==> src/common/ppm_pkg.sv <==
// constants and types shared by the port pin mux and strap decoder
package ppm_pkg;

  // ---------------------------------------------------------------
  // pins and groups
  // ---------------------------------------------------------------
  localparam int PIN_COUNT = 16;
  localparam int FLAG_GROUPS = 4;
  localparam int FLAGS_PER_GROUP = 4;
  localparam int HALF_PINS = 8;

  // ---------------------------------------------------------------
  // sequence timing, in core clock cycles
  // ---------------------------------------------------------------
  localparam logic [2:0] ALE_CYCLES = 3'h1;
  // strobe outlasts the two-stage pin synchroniser before read capture
  localparam logic [2:0] STROBE_CYCLES = 3'h4;

  // clock generator lock wait after reset release
  localparam int LOCK_REF_CYCLES = 4096;
  localparam logic [12:0] LOCK_COUNT = 13'(LOCK_REF_CYCLES);

  // ---------------------------------------------------------------
  // strap codes
  // ---------------------------------------------------------------
  localparam logic [1:0] BOOT_SPI_SLAVE = 2'h0;
  localparam logic [1:0] BOOT_SPI_MASTER = 2'h1;
  localparam logic [1:0] BOOT_PARALLEL = 2'h2;
  localparam logic [1:0] STRAP_RESERVED = 2'h3;

  localparam logic [1:0] RATIO_CODE_6 = 2'h0;
  localparam logic [1:0] RATIO_CODE_32 = 2'h1;
  localparam logic [1:0] RATIO_CODE_16 = 2'h2;

  localparam logic [5:0] MULT_6 = 6'h06;
  localparam logic [5:0] MULT_32 = 6'h20;
  localparam logic [5:0] MULT_16 = 6'h10;

  // ---------------------------------------------------------------
  // reset values and pin enable patterns
  // ---------------------------------------------------------------
  localparam logic [15:0] PIN_RELEASED = 16'hffff;
  localparam logic [15:0] PIN_DRIVEN = 16'h0000;
  localparam logic [15:0] PIN_LOW_RELEASED = 16'h00ff;
  localparam logic [5:0] MULT_RESET = 6'h06;
  localparam logic [3:0] DIV_RESET = 4'h1;

  // ---------------------------------------------------------------
  // access sequencer states
  // ---------------------------------------------------------------
  typedef enum logic [3:0] {
    PPM_IDLE = 4'b0001,
    PPM_ADDR = 4'b0010,
    PPM_STRB = 4'b0100,
    PPM_DONE = 4'b1000
  } ppm_state_t;

endpackage : ppm_pkg

==> src/verilog/ppm_strap_decode.sv <==
// strap synchroniser, capture after reset release and decode
`timescale 1ns/1ns
`default_nettype none

module ppm_strap_decode
  import ppm_pkg::*;
(
  input wire logic core_clk,
  input wire logic rstn,
  input wire logic [1:0] boot_select_straps,
  input wire logic [1:0] core_ratio_straps,
  output logic strap_valid_ff,
  output logic [1:0] boot_mode_ff,
  output logic boot_reserved_ff,
  output logic [5:0] strap_mult_ff,
  output logic ratio_reserved_ff
);

  logic [3:0] strap_meta_ff;
  logic [3:0] strap_sync_ff;
  logic [1:0] settle_ff;

  // straps come from pins: two stages before any decoding
  always_ff @(posedge core_clk) begin
    if (!rstn) begin
      strap_meta_ff <= 4'h0;
      strap_sync_ff <= 4'h0;
    end else begin
      strap_meta_ff <= {boot_select_straps, core_ratio_straps};
      strap_sync_ff <= strap_meta_ff;
    end
  end

  // ---------------------------------------------------------------
  // capture once, after the synchroniser has filled
  // ---------------------------------------------------------------
  always_ff @(posedge core_clk) begin
    if (!rstn) begin
      settle_ff <= 2'h0;
      strap_valid_ff <= 1'b0;
      boot_mode_ff <= BOOT_SPI_SLAVE;
      boot_reserved_ff <= 1'b0;
      strap_mult_ff <= MULT_RESET;
      ratio_reserved_ff <= 1'b0;
    end else if (!strap_valid_ff) begin
      settle_ff <= settle_ff + 2'h1;
      if (settle_ff == 2'h2) begin
        strap_valid_ff <= 1'b1;
        boot_mode_ff <= strap_sync_ff[3:2]; // [RULE10]
        boot_reserved_ff <= (strap_sync_ff[3:2] == STRAP_RESERVED); // [RULE12]
        ratio_reserved_ff <= (strap_sync_ff[1:0] == STRAP_RESERVED); // [RULE12]
        unique case (strap_sync_ff[1:0]) // [RULE11]
          RATIO_CODE_6: strap_mult_ff <= MULT_6;
          RATIO_CODE_32: strap_mult_ff <= MULT_32;
          RATIO_CODE_16: strap_mult_ff <= MULT_16;
          // reserved code: nothing defined, fall back to the slowest ratio
          default: strap_mult_ff <= MULT_RESET; // [RULE12]
        endcase
      end
    end
  end

endmodule : ppm_strap_decode

`default_nettype wire

==> src/verilog/ppm_pin_mux.sv <==
// multiplexed address/data pin control, flag mapping and start-up clocking
// Function
// RULE1 - disable bit frees pins from parallel port
// RULE2 - software enables flag groups after disabling
// RULE3 - pin n maps to flag n+8 or n-8
// RULE4 - 8-bit, ale high: A23-16 high, A15-8 low
// RULE5 - 8-bit, ale low: A7-0 high, D7-0 low
// RULE6 - 16-bit, ale high: A15-0 on pins
// RULE7 - 16-bit, ale low: D15-0 on pins
// RULE8 - external latch holds address from ale fall
// RULE9 - strobes released only during reset
// RULE10 - boot straps: slave, master, parallel eprom
// RULE11 - ratio straps: 6, 32, 16 multiplication
// RULE12 - strap code 11 is reserved
// RULE13 - wait 4096 clocks for lock before run
// RULE14 - straps set start-up ratio only
`timescale 1ns/1ns
`default_nettype none

module ppm_pin_mux
  import ppm_pkg::*;
(
  input wire logic core_clk,
  input wire logic rstn,
  // system control bits
  input wire logic pp_disable,
  input wire logic [3:0] flag_group_en,
  input wire logic [15:0] flag_dir,
  input wire logic [15:0] flag_wdata,
  output logic [15:0] flag_rdata_ff,
  // parallel port access requests
  input wire logic pp_req,
  input wire logic pp_write,
  input wire logic pp_wide,
  input wire logic [23:0] pp_addr,
  input wire logic [15:0] pp_wdata,
  output logic [15:0] pp_rdata_ff,
  output logic pp_done_ff,
  output logic pp_busy_ff,
  // multiplexed address/data pins
  input wire logic [15:0] ad_in,
  output logic [15:0] ad_out_ff,
  output logic [15:0] ad_oe_n_ff,
  // strobes
  output logic ale_ff,
  output logic rd_n_ff,
  output logic wr_n_ff,
  output logic strobe_oe_n_ff,
  // straps and clock control
  input wire logic [1:0] boot_select_straps,
  input wire logic [1:0] core_ratio_straps,
  input wire logic pll_ctl_wr,
  input wire logic [5:0] pll_ctl_mult,
  input wire logic [3:0] pll_ctl_div,
  output logic [1:0] boot_mode_ff,
  output logic strap_reserved_ff,
  output logic [5:0] core_mult_ff,
  output logic [3:0] core_div_ff,
  output logic core_run_ff
);

  // ---------------------------------------------------------------
  // helpers
  // ---------------------------------------------------------------
  // flag number carried by a pin; the mapping is its own inverse
  function automatic logic [3:0] pin_flag(input logic [3:0] pin);
    pin_flag = pin ^ 4'h8; // [RULE3]
  endfunction : pin_flag

  ppm_state_t state_ff;
  ppm_state_t nxt_state;
  logic [2:0] phase_cnt_ff;
  logic [23:0] addr_ff;
  logic [15:0] wdata_ff;
  logic write_ff;
  logic wide_ff;
  logic [15:0] ad_meta_ff;
  logic [15:0] ad_sync_ff;
  logic [15:0] port_out;
  logic [15:0] port_oe_n;
  logic [15:0] nxt_ad_out;
  logic [15:0] nxt_ad_oe_n;
  logic [12:0] lock_cnt_ff;
  logic strap_valid;
  logic strap_seen_ff;
  logic [1:0] boot_mode;
  logic boot_rsvd;
  logic ratio_rsvd;
  logic [5:0] strap_mult;
  logic phase_end;

  // ---------------------------------------------------------------
  // straps and start-up clocking
  // ---------------------------------------------------------------
  ppm_strap_decode u_strap (
    .core_clk(core_clk),
    .rstn(rstn),
    .boot_select_straps(boot_select_straps),
    .core_ratio_straps(core_ratio_straps),
    .strap_valid_ff(strap_valid),
    .boot_mode_ff(boot_mode),
    .boot_reserved_ff(boot_rsvd),
    .strap_mult_ff(strap_mult),
    .ratio_reserved_ff(ratio_rsvd)
  );

  always_ff @(posedge core_clk) begin
    if (!rstn) begin
      boot_mode_ff <= BOOT_SPI_SLAVE;
      strap_reserved_ff <= 1'b0;
    end else begin
      boot_mode_ff <= boot_mode; // [RULE10]
      strap_reserved_ff <= boot_rsvd | ratio_rsvd; // [RULE12]
    end
  end

  // straps seed the multiplier once; later writes always win
  always_ff @(posedge core_clk) begin
    if (!rstn) begin
      strap_seen_ff <= 1'b0;
      core_mult_ff <= MULT_RESET;
      core_div_ff <= DIV_RESET;
    end else if (pll_ctl_wr) begin
      core_mult_ff <= pll_ctl_mult; // [RULE14]
      core_div_ff <= pll_ctl_div; // [RULE14]
      strap_seen_ff <= strap_valid;
    end else if (strap_valid && !strap_seen_ff) begin
      strap_seen_ff <= 1'b1;
      core_mult_ff <= strap_mult; // [RULE14]
    end
  end

  // core held off until the lock wait has run out
  always_ff @(posedge core_clk) begin
    if (!rstn) begin
      lock_cnt_ff <= 13'h0;
      core_run_ff <= 1'b0;
    end else if (lock_cnt_ff != LOCK_COUNT) begin
      lock_cnt_ff <= lock_cnt_ff + 13'h1; // [RULE13]
    end else begin
      core_run_ff <= 1'b1; // [RULE13]
    end
  end

  // ---------------------------------------------------------------
  // pin input synchroniser
  // ---------------------------------------------------------------
  always_ff @(posedge core_clk) begin
    if (!rstn) begin
      ad_meta_ff <= 16'h0000;
      ad_sync_ff <= 16'h0000;
    end else begin
      ad_meta_ff <= ad_in;
      ad_sync_ff <= ad_meta_ff;
    end
  end

  // ---------------------------------------------------------------
  // access sequencer
  // ---------------------------------------------------------------
  assign phase_end = (state_ff == PPM_ADDR) ? (phase_cnt_ff == ALE_CYCLES - 3'h1)
                                            : (phase_cnt_ff == STROBE_CYCLES - 3'h1);

  always_comb begin
    nxt_state = state_ff;
    unique case (state_ff)
      PPM_IDLE: begin
        if (pp_req && !pp_disable && core_run_ff) begin // [RULE1]
          nxt_state = PPM_ADDR;
        end
      end
      PPM_ADDR: begin
        if (phase_end) begin
          nxt_state = PPM_STRB;
        end
      end
      PPM_STRB: begin
        if (phase_end) begin
          nxt_state = PPM_DONE;
        end
      end
      PPM_DONE: nxt_state = PPM_IDLE;
      default: nxt_state = PPM_IDLE;
    endcase
  end

  always_ff @(posedge core_clk) begin
    if (!rstn) begin
      state_ff <= PPM_IDLE;
      phase_cnt_ff <= 3'h0;
    end else begin
      state_ff <= nxt_state;
      phase_cnt_ff <= (nxt_state != state_ff) ? 3'h0 : phase_cnt_ff + 3'h1;
    end
  end

  always_ff @(posedge core_clk) begin
    if (!rstn) begin
      addr_ff <= 24'h000000;
      wdata_ff <= 16'h0000;
      write_ff <= 1'b0;
      wide_ff <= 1'b0;
    end else if (state_ff == PPM_IDLE && nxt_state == PPM_ADDR) begin
      addr_ff <= pp_addr;
      wdata_ff <= pp_wdata;
      write_ff <= pp_write;
      wide_ff <= pp_wide;
    end
  end

  always_ff @(posedge core_clk) begin
    if (!rstn) begin
      pp_rdata_ff <= 16'h0000;
      pp_done_ff <= 1'b0;
      pp_busy_ff <= 1'b0;
    end else begin
      pp_done_ff <= (nxt_state == PPM_DONE);
      pp_busy_ff <= (nxt_state != PPM_IDLE);
      if (state_ff == PPM_STRB && phase_end && !write_ff) begin
        pp_rdata_ff <= wide_ff ? ad_sync_ff : {8'h00, ad_sync_ff[7:0]};
      end
    end
  end

  // strobes: released only while reset is held
  always_ff @(posedge core_clk) begin
    if (!rstn) begin
      strobe_oe_n_ff <= 1'b1; // [RULE9]
      ale_ff <= 1'b0;
      rd_n_ff <= 1'b1;
      wr_n_ff <= 1'b1;
    end else begin
      strobe_oe_n_ff <= 1'b0; // [RULE9]
      // ale drops in the same cycle the strobe asserts, after the latch has taken the settled address
      ale_ff <= (nxt_state == PPM_ADDR); // [RULE8]
      rd_n_ff <= !(nxt_state == PPM_STRB && !write_ff);
      wr_n_ff <= !(nxt_state == PPM_STRB && write_ff);
    end
  end

  // ---------------------------------------------------------------
  // pin values per phase, computed for the next cycle
  // ---------------------------------------------------------------
  always_comb begin
    port_out = 16'h0000;
    port_oe_n = PIN_RELEASED;
    if (nxt_state == PPM_ADDR) begin
      port_oe_n = PIN_DRIVEN;
      if (pp_wide) begin
        port_out = pp_addr[15:0]; // [RULE6]
      end else begin
        port_out = pp_addr[23:8]; // [RULE4]
      end
    end else if (nxt_state == PPM_STRB) begin
      if (wide_ff) begin
        port_out = wdata_ff; // [RULE7]
        port_oe_n = write_ff ? PIN_DRIVEN : PIN_RELEASED; // [RULE7]
      end else begin
        port_out = {addr_ff[7:0], wdata_ff[7:0]}; // [RULE5]
        port_oe_n = write_ff ? PIN_DRIVEN : PIN_LOW_RELEASED; // [RULE5]
      end
    end
  end

  generate
    for (genvar p = 0; p < PIN_COUNT; p++) begin : g_pin
      localparam logic [3:0] FLG = pin_flag(4'(p));
      always_comb begin
        nxt_ad_out[p] = port_out[p];
        nxt_ad_oe_n[p] = port_oe_n[p];
        if (pp_disable) begin // [RULE1]
          nxt_ad_out[p] = flag_wdata[FLG]; // [RULE3]
          // unenabled groups float so nothing fights the board
          nxt_ad_oe_n[p] = !(flag_group_en[FLG[3:2]] && flag_dir[FLG]); // [RULE2]
        end
      end
    end
  endgenerate

  always_ff @(posedge core_clk) begin
    if (!rstn) begin
      ad_out_ff <= 16'h0000;
      ad_oe_n_ff <= PIN_RELEASED;
      flag_rdata_ff <= 16'h0000;
    end else begin
      ad_out_ff <= nxt_ad_out;
      ad_oe_n_ff <= nxt_ad_oe_n;
      flag_rdata_ff <= {ad_sync_ff[7:0], ad_sync_ff[15:8]}; // [RULE3]
    end
  end

endmodule : ppm_pin_mux

`default_nettype wire

==> config.mk <==
export PLATFORM = sky130hd
export DESIGN_NAME = ppm_pin_mux
export DESIGN_NICKNAME = d
export VERILOG_FILES = /design/src/common/ppm_pkg.sv /design/src/verilog/ppm_strap_decode.sv /design/src/verilog/ppm_pin_mux.sv
export SDC_FILE = /design/constraint.sdc
export NUM_CORES = 1
export LEC_CHECK = 0
export ABC_AREA = 1
export BUFFER_PORTS_ARGS = -buffer_cell sky130_fd_sc_hd__buf_2
export CAP_MARGIN = 20
export CORE_UTILIZATION = 44
export DETAILED_ROUTE_END_ITERATION = 7
export GPL_TIMING_DRIVEN = 0
export PLACE_DENSITY = 0.8
export SLEW_MARGIN = 10
export SYNTH_ARGS = -nofsm -noshare
export SYNTH_HDL_FRONTEND = slang
export SYNTH_HIERARCHICAL = 1
export SYNTH_SLANG_ARGS = --single-unit
export TNS_END_PERCENT = 10
==> constraint.sdc <==
create_clock -name core_clk -period 3.05 [get_ports core_clk]
set_input_delay 0.4575 -clock core_clk [delete_from_list [all_inputs] [get_ports core_clk]]
set_output_delay 0.4575 -clock core_clk [all_outputs]
set_load 0.005 [all_outputs]
==> results.md, run 1 <==
* Seq/Total Area, Yosys at 0.528
* Max-cap violation count at 0
* RSZ-0062 raised after global routing: no
* CORE AREA at 15200 um2
* Largest family of logic cells by synthesized area: simple AND/OR/NAND/NOR gates
* Initial Util at 0.451
* Vias at 6250
* Wirelength, routed at 16700 um
* # fillers at 1399
* Async SR Flop Fraction at 0
* Kind of cell adding the most delay to the critical path: simple AND/OR/NAND/NOR gates
* Crit path DAT at 2.08 ns
* Post-CTS Hold Buffers at 0
* Hold Path Class: in -> reg
* Minimum clock period at 1.81 ns
* CTS tree: built
* Status: completed
* Setup_tns at 0 ns
* FF+latch count, synth at 181
* Total grt overflow at 0
* Root buf cell: clkbuf_16
* Cell variety after synth at 34
* Maximum clock path buffer count at 2
* WS Path Type: reg -> reg
* Initial DRT Pass Iterations at 6
* Routed Antenna Nets at 0
* PD cells at 586 nW/um2
* Final slew viol count at 0
* Vias per inst at 4.70
* # rows at 45
* Worst-path clk slew at 0.07 ns
* Post-synthesis xor/xnor area fraction at 0.00128
* Adder-Cell Fraction of Synth Area at 0.0164
* GP Congestion at 0.917
* Fin crit share at 0.595
* Syn_area_per_cell at 7.50 um2
* CP Launch Type: register
* Setup-failing EPs final at 0
* Share of cells above drive strength 1 at 0.234
* Clock latency on the worst-skew pair at 0.43 ns
* Die area at 16100 um2
* Mapped Cells at 915
* N_diodes at 0
* Max Freq at 551 MHz
* Max VDD drop at 0.000452 V
* Post-CTS Setup Inserts at 0
* Die Wd at 127 um
* # IOs at 197
* Layout Nets at 1252
* Simple logic cell fraction of the synthesized area at 0.254
* Drt initial violations at 406
* Post-synthesis mux area share at 0
* Commonest non-fill, non-tap cell in the layout: nand2_1
* CP peak stage delay at 0.32 ns
* Post-DP HPWL at 12400 um
* Worst setup EP type: register
* Final Hold Fails at 0
* Required time worst endpoint at 3.32 ns
* Hold WS at 0.206 ns
* PostCTS Resize Cnt at 0
* Post-synth EDFFs at 0
* Largest net degree at the start of global routing at 18
* Port Buffers at 195
* Total GRT Usage at 0.213
* Worst Path Buf+Inv at 2
* Num CTS Buffers at 17
* Initial antenna violation count at 0
* Commonest cells after routing, fill and taps aside: 233 x nand2_1, 200 x buf_2, 181 x dfxtp_1, 133 x nor2_1, 124 x inv_1
* CTS H-tree depth at 4
* Critical-path top delay cell: dfxtp_1
* Chip Height at 127 um
* Mapped cell area at 6860 um2
* Avg WL per Cell at 12.5 um
* CP cell instances: inv_1 -> ha_1 -> inv_1 -> nor2_1 -> nand3_2 -> a21oi_4 -> nand2_1 -> nand3_2 -> nand3_1
* Final Skew at 0.0146 ns
* Synth Area in Compound Gates at 0.0954
* Tot Pwr at 0.00507 W
* Worst-margin pin slew at 0.662 ns
* Leakage at 4.50 nW
* Ys flop type: dfxtp_1
* Area delta synth->final at 26.0%
* Vias in the first global route at 5839
* Worst slew margin at 0.558
* CTS Sinks at 181
* DRC errors left at 0
* Max FO, Critical Path at 9
* Synth warnings at 6
* First-pass GRT wire length at 26800 um
## flip-flops by register name (all words and copies together), names as in the netlist, 2 cells and up
signal                 flops
boot_mode_ff               2
state_ff                   4
pp_rdata_ff               16
core_div_ff                4
ad_sync_ff                16
core_mult_ff               6
ad_oe_n_ff                16
u_strap/strap_meta_ff      4
u_strap/settle_ff          2
addr_ff                    8
u_strap/strap_mult_ff      3
u_strap/boot_mode_ff       2
lock_cnt_ff               13
u_strap/strap_sync_ff      4
wdata_ff                  16
ad_out_ff                 16
flag_rdata_ff             16
ad_meta_ff                16
phase_cnt_ff               3
## layer usage
metal | vias up | global-route usage | routed length [um]
met1 | 2770 | 0.248 | 7190
met4 | 0 | 0.0903 | 404
met3 | 36 | 0.0510 | 1010
met5 | - | 0 | 0
met2 | 219 | 0.374 | 8050
li1 | 3225 | - | -
## worst register-to-register path: stages, from the launching register on
cell     delay, ns
dfxtp_1       0.32
inv_1         0.06
ha_1          0.14
inv_1         0.04
nor2_1        0.14
nand3_2       0.18
a21oi_4       0.32
nand2_1       0.12
nand3_2       0.20
nand3_1       0.14
## through the flow
stage | cells | cell area [um2] | utilization | setup slack [ns]
after floorplan | 916 | 6860 | - | 1.55
after global placement | 1299 | 8080 | 0.531 | 0.871
after detailed placement | 1299 | 8080 | 0.531 | 0.855
after CTS | 1331 | 8640 | 0.568 | 1.18
after global routing | 1331 | 8640 | 0.568 | 1.05
final | 1331 | 8640 | 0.568 | 1.24
## logic make-up after synthesis
logic type,Yosys count
XOR/XNOR,1
buffers and inverters,174
flip-flops,181
adder cells (fa/ha/maj),9
other,1
AO/OA/AOI/OAI,124
AND/OR/NAND/NOR,425
## final cells by class
class | instances | area (um2) | area share
Clock buffer | 20 | 457 | 0.0528
Inverter | 132 | 500 | 0.0579
Multi-Input combinational cell | 561 | 2520 | 0.292
Buffer | 42 | 216 | 0.0250
Clock inverter | 12 | 110 | 0.0127
Timing Repair Buffer | 195 | 976 | 0.113
Tap cell | 188 | 235 | 0.0272
Sequential cell | 181 | 3620 | 0.419
## synthesized netlist by cell type (all sizes together), types with 5 or more instances
library cell | count | share of area
nand4 | 6 | 0.0055
clkbuf | 26 | 0.014
nor2 | 138 | 0.079
a31oi | 5 | 0.0046
ha | 9 | 0.016
dfxtp | 181 | 0.53
nand3 | 37 | 0.032
a21oi | 41 | 0.032
o21ai | 74 | 0.054
buf | 16 | 0.017
inv | 132 | 0.073
nand2 | 239 | 0.13
## worst paths after layout
path	startpoint	end	slack [ns]	cells past startpoint
worst max-delay path	phase_cnt_ff[0]	ad_oe_n_ff[10]	1.24	9
worst min-delay path	boot_select_straps[1]	u_strap/strap_meta_ff[3]	0.21	3
worst max register to register	phase_cnt_ff[0]	ad_oe_n_ff[10]	1.24	9
worst min register to register	ad_meta_ff[2]	ad_sync_ff[2]	0.41	2
## report_power, final
part / internal [W] / total (W) / switching [W] / leakage, nW
Combinational: 0.000196 / 0.000467 / 0.000272 / 2.75
Sequential: 0.00248 / 0.00253 / 0.0000521 / 1.48
Clock: 0.00112 / 0.00207 / 0.000954 / 0.274
Total: 0.00379 / 0.00507 / 0.00128 / 4.50
Note: power is estimated with default switching activity, not from simulation.
==> inputs of run 2 (changes only) <==
Settings changed: ABC_AREA 1 to 0, PLACE_DENSITY 0.8 to 0.81.
Clock period 3.05 ns to 1.7 ns, I/O delays scaled along.
==> run 2 against run 1 <==
Die area is 2.6% lower. Cell count is 15% lower. Synthesized cell count is 22% lower. Sequential power is 78% higher. Clock power is 87% higher. Sequential share of layout area is 0.46 points lower. Register-to-register slack worse by 1.3 ns. Largest power group unchanged. Combinational power is 71% higher. Flip-flop and latch count stayed put. Maximum frequency is 2.8% higher. Routed wire length is 0.99% lower. The run now ends with design-rule violations, negative setup slack left. Clock skew is 0.00099 ns higher. Critical path type unchanged.
==> results.md, run 2 <==
* Die Wd at 125 um (-1.3%)
* First-pass GRT wire length at 26100 um (-2.6%)
* Vias at 5619 (-10%)
* WS Path Type: reg -> reg
* Status: finished, violations left
* Initial DRT Pass Iterations at 8 (+2)
* CP peak stage delay at 0.40 ns (+0.08 ns)
* Port Buffers at 194 (-0.51%)
* # rows at 44 (-2.2%)
* CP Launch Type: register
* Multi-input logic area at 2840 um2 (+13%)
* Fin crit share at 1.04 (+0.444)
* Total GRT Usage at 0.214 (+0.000927)
* Worst setup EP type: register
* N_diodes at 0 (unchanged)
* Chip Height at 125 um (-1.3%)
* Post-CTS Hold Buffers at 0 (unchanged)
* Synth cell count leaders: 181 x dfxtp_1, 121 x nand2_1, 79 x a21oi_1
* Clock latency on the worst-skew pair at 0.43 ns (about the same)
* CTS tree: built
* Maximum clock path buffer count at 2 (unchanged)
* CTS H-tree depth at 4 (unchanged)
* Setup-failing EPs final at 27 (+27)
* Max Freq at 566 MHz (+2.8%)
* GP Congestion at 0.870 (-5.2%)
* Area delta synth->final at 31.0%
* Ys flop type: dfxtp_1
* DR top layer: met4
* Cell area after placement at 7880 um2 (-2.4%)
* Total grt overflow at 0 (unchanged)
* # fillers at 1267 (-9.4%)
* CORE AREA at 14600 um2 (-3.7%)
* Drt initial violations at 385 (-5.2%)
* Mapped Cells at 712 (-22%)
* Commonest non-fill, non-tap cell in the layout: buf_2
* Top-count cell post-synth: dfxtp_1
* Leakage at 3.76 nW (-16%)
* Sequential standard cell area at 3630 um2 (about the same)
* Critical-path top delay cell: or3b_4
* Initial Util at 0.456 (+0.00464)
* Routed wl met3 at 721 um (-29%)
* Max FO, Critical Path at 5 (-4)
* Final slew viol count at 0 (unchanged)
* Largest area contributor in the netlist: dfxtp_1
* # IOs at 197 (unchanged)
* Share of cells above drive strength 1 at 0.334 (+0.0992)
* Synth top area share at 0.543 (+0.0146)
* Max-cap violation count at 0 (unchanged)
* Final Hold Fails at 0 (unchanged)
* Post-synth EDFFs at 0 (unchanged)
* Hold Path Class: in -> reg
* Synth area leaders: dfxtp_1 54%, nand2_1 6.8%, a21oi_1 5.9%
* Root buf cell: clkbuf_16
* Hold WS at 0.0359 ns (-0.170 ns)
* Failing checks: design-rule violations, negative setup slack
* Routed wl met2 at 8350 um (+3.7%)
* Avg WL per Cell at 14.5 um (+16%)
* Mapped cell area at 6680 um2 (-2.7%)
* Syn_area_per_cell at 9.38 um2 (+25%)
* Vias per inst at 4.94 (+5.2%)
* Worst-margin pin slew at 0.627 ns (-0.0357 ns)
* Commonest cells after routing, fill and taps aside: 201 x buf_2, 179 x dfxtp_1, 121 x nand2_1, 75 x a21oi_1, 61 x and2_1
* Final Worst Setup Slack at -0.0653 ns (-1.30 ns)
* PD cells at 1050 nW/um2 (+79%)
* Post-Route M1 WL at 7180 um (about the same)
* Async SR Flop Fraction at 0 (unchanged)
* Max VDD drop at 0.000748 V (+65%)
* Vias in the first global route at 5409 (-7.4%)
* CTS Sinks at 181 (unchanged)
* DP Cell Count at 1091 (-16%)
* Cell variety after synth at 49 (+44%)
* Wirelength, routed at 16500 um (-0.99%)
* Post-DP HPWL at 11700 um (-5.5%)
* Minimum clock period at 1.77 ns (-0.0490 ns)
* FF+latch count, synth at 181 (unchanged)
* Setup_tns at -0.601 ns (-0.601 ns)
* Worst-path clk slew at 0.06 ns (about the same)
* Worst slew margin at 0.582 (+0.0238)
* Final Skew at 0.0156 ns (+0.000991 ns)
* Num CTS Buffers at 17 (unchanged)
* CP cell instances: ha_4 -> ha_4 -> or3b_4 -> a21oi_4 -> buf_6 -> a21oi_1 -> a21oi_1
* Seq/Total Area, Yosys at 0.543 (+0.0146)
* Die area at 15700 um2 (-2.6%)
* Initial antenna violation count at 0 (unchanged)
* Layout Nets at 1062 (-15%)
* Largest net degree at the start of global routing at 17 (-1)
* RSZ-0062 raised after global routing: yes
* DRC errors left at 20 (+20)
* Crit path DAT at 2.11 ns (+0.03 ns)
* Synth warnings at 6 (unchanged)
* Finished Cell Area at 8740 um2 (+1.2%)
* Routed Antenna Nets at 0 (unchanged)
* Non-Filler Instances at 1137 (-15%)
* Required time worst endpoint at 2.04 ns (-1.28 ns)
run 2: changes by cell type after synthesis, moves of 6 or more:
cell | previous run | this run
nand2_1 | 233 | 121
inv_1 | 124 | 14
nor2_1 | 133 | 27
and2_1 | 0 | 61
a21oi_1 | 39 | 79
o21ai_0 | 67 | 35
mux2_2 | 0 | 26
mux2i_1 | 0 | 17
nor2b_1 | 0 | 6
run 2: cell families (layout without fill, tap and decap cells):
kind of cell | after synthesis | after routing | synth area share
XOR/XNOR | 10 | 10 | 0.0131
other | 1 | 2 | 0.000562
adder cells (fa/ha/maj) | 9 | 9 | 0.0169
flip-flops | 181 | 181 | 0.543
AO/OA/AOI/OAI | 131 | 131 | 0.108
AND/OR/NAND/NOR | 274 | 274 | 0.203
multiplexers | 43 | 43 | 0.0693
buffers and inverters | 63 | 303 | 0.0465
run 2: final cells by class:
class | count | area share
Buffer | 47 | 0.0316
Clock buffer | 22 | 0.0531
Clock inverter | 10 | 0.0140
Inverter | 16 | 0.00687
Multi-Input combinational cell | 469 | 0.325
Sequential cell | 181 | 0.415
Tap cell | 184 | 0.0263
Timing Repair Buffer | 208 | 0.128
run 2: path summary, 6_finish.rpt:
kind                   startpoint             to  slack (ns)  depth (start not counted)
hold / removal           ad_in[0]  ad_meta_ff[0]        0.04                          2
hold reg to reg     ad_meta_ff[2]  ad_sync_ff[2]        0.43                          1
setup reg to reg  phase_cnt_ff[0]   ad_out_ff[7]       -0.07                          7
setup / recovery  phase_cnt_ff[0]   ad_out_ff[7]       -0.07                          7
run 2: through the flow:
stage	total power, W	utilization	setup WS (ns)
floorplan	0.00504	-	0.00744
global placement	0.00536	0.538	-0.436
detailed placement	0.00538	0.538	-0.433
CTS	0.00925	0.590	-0.0817
global route	0.00954	0.597	-0.123
finish	0.00918	0.597	-0.0653
run 2: repair_timing:
action / CTS / global route
buffers inserted: 9 / 2
pin swaps: 12 / 20
setup endpoints to repair: 74 / 86
resized for setup: 17 / 26
gates cloned: 2 / 1
run 2: layer usage:
layer,vias to the layer above,global-route usage
li1,2825,-
met3,14,0.0424
met2,163,0.384
met4,0,0.0839
met5,-,0
met1,2617,0.251
run 2: where the power goes:
group          internal (W)  switching, W
Sequential          0.00442     0.0000877
Clock               0.00226       0.00162
Combinational      0.000411      0.000388
Total               0.00709       0.00209
run 2: critical path: cells and delay by family, from the launching register on:
kind | cells | cell delay, ns
AOI/OAI and AO/OA | 3 | 0.47
adders and majority gates | 2 | 0.32
buffers and inverters | 1 | 0.16
DFF | 1 | 0.34
and+or+nand+nor | 1 | 0.40
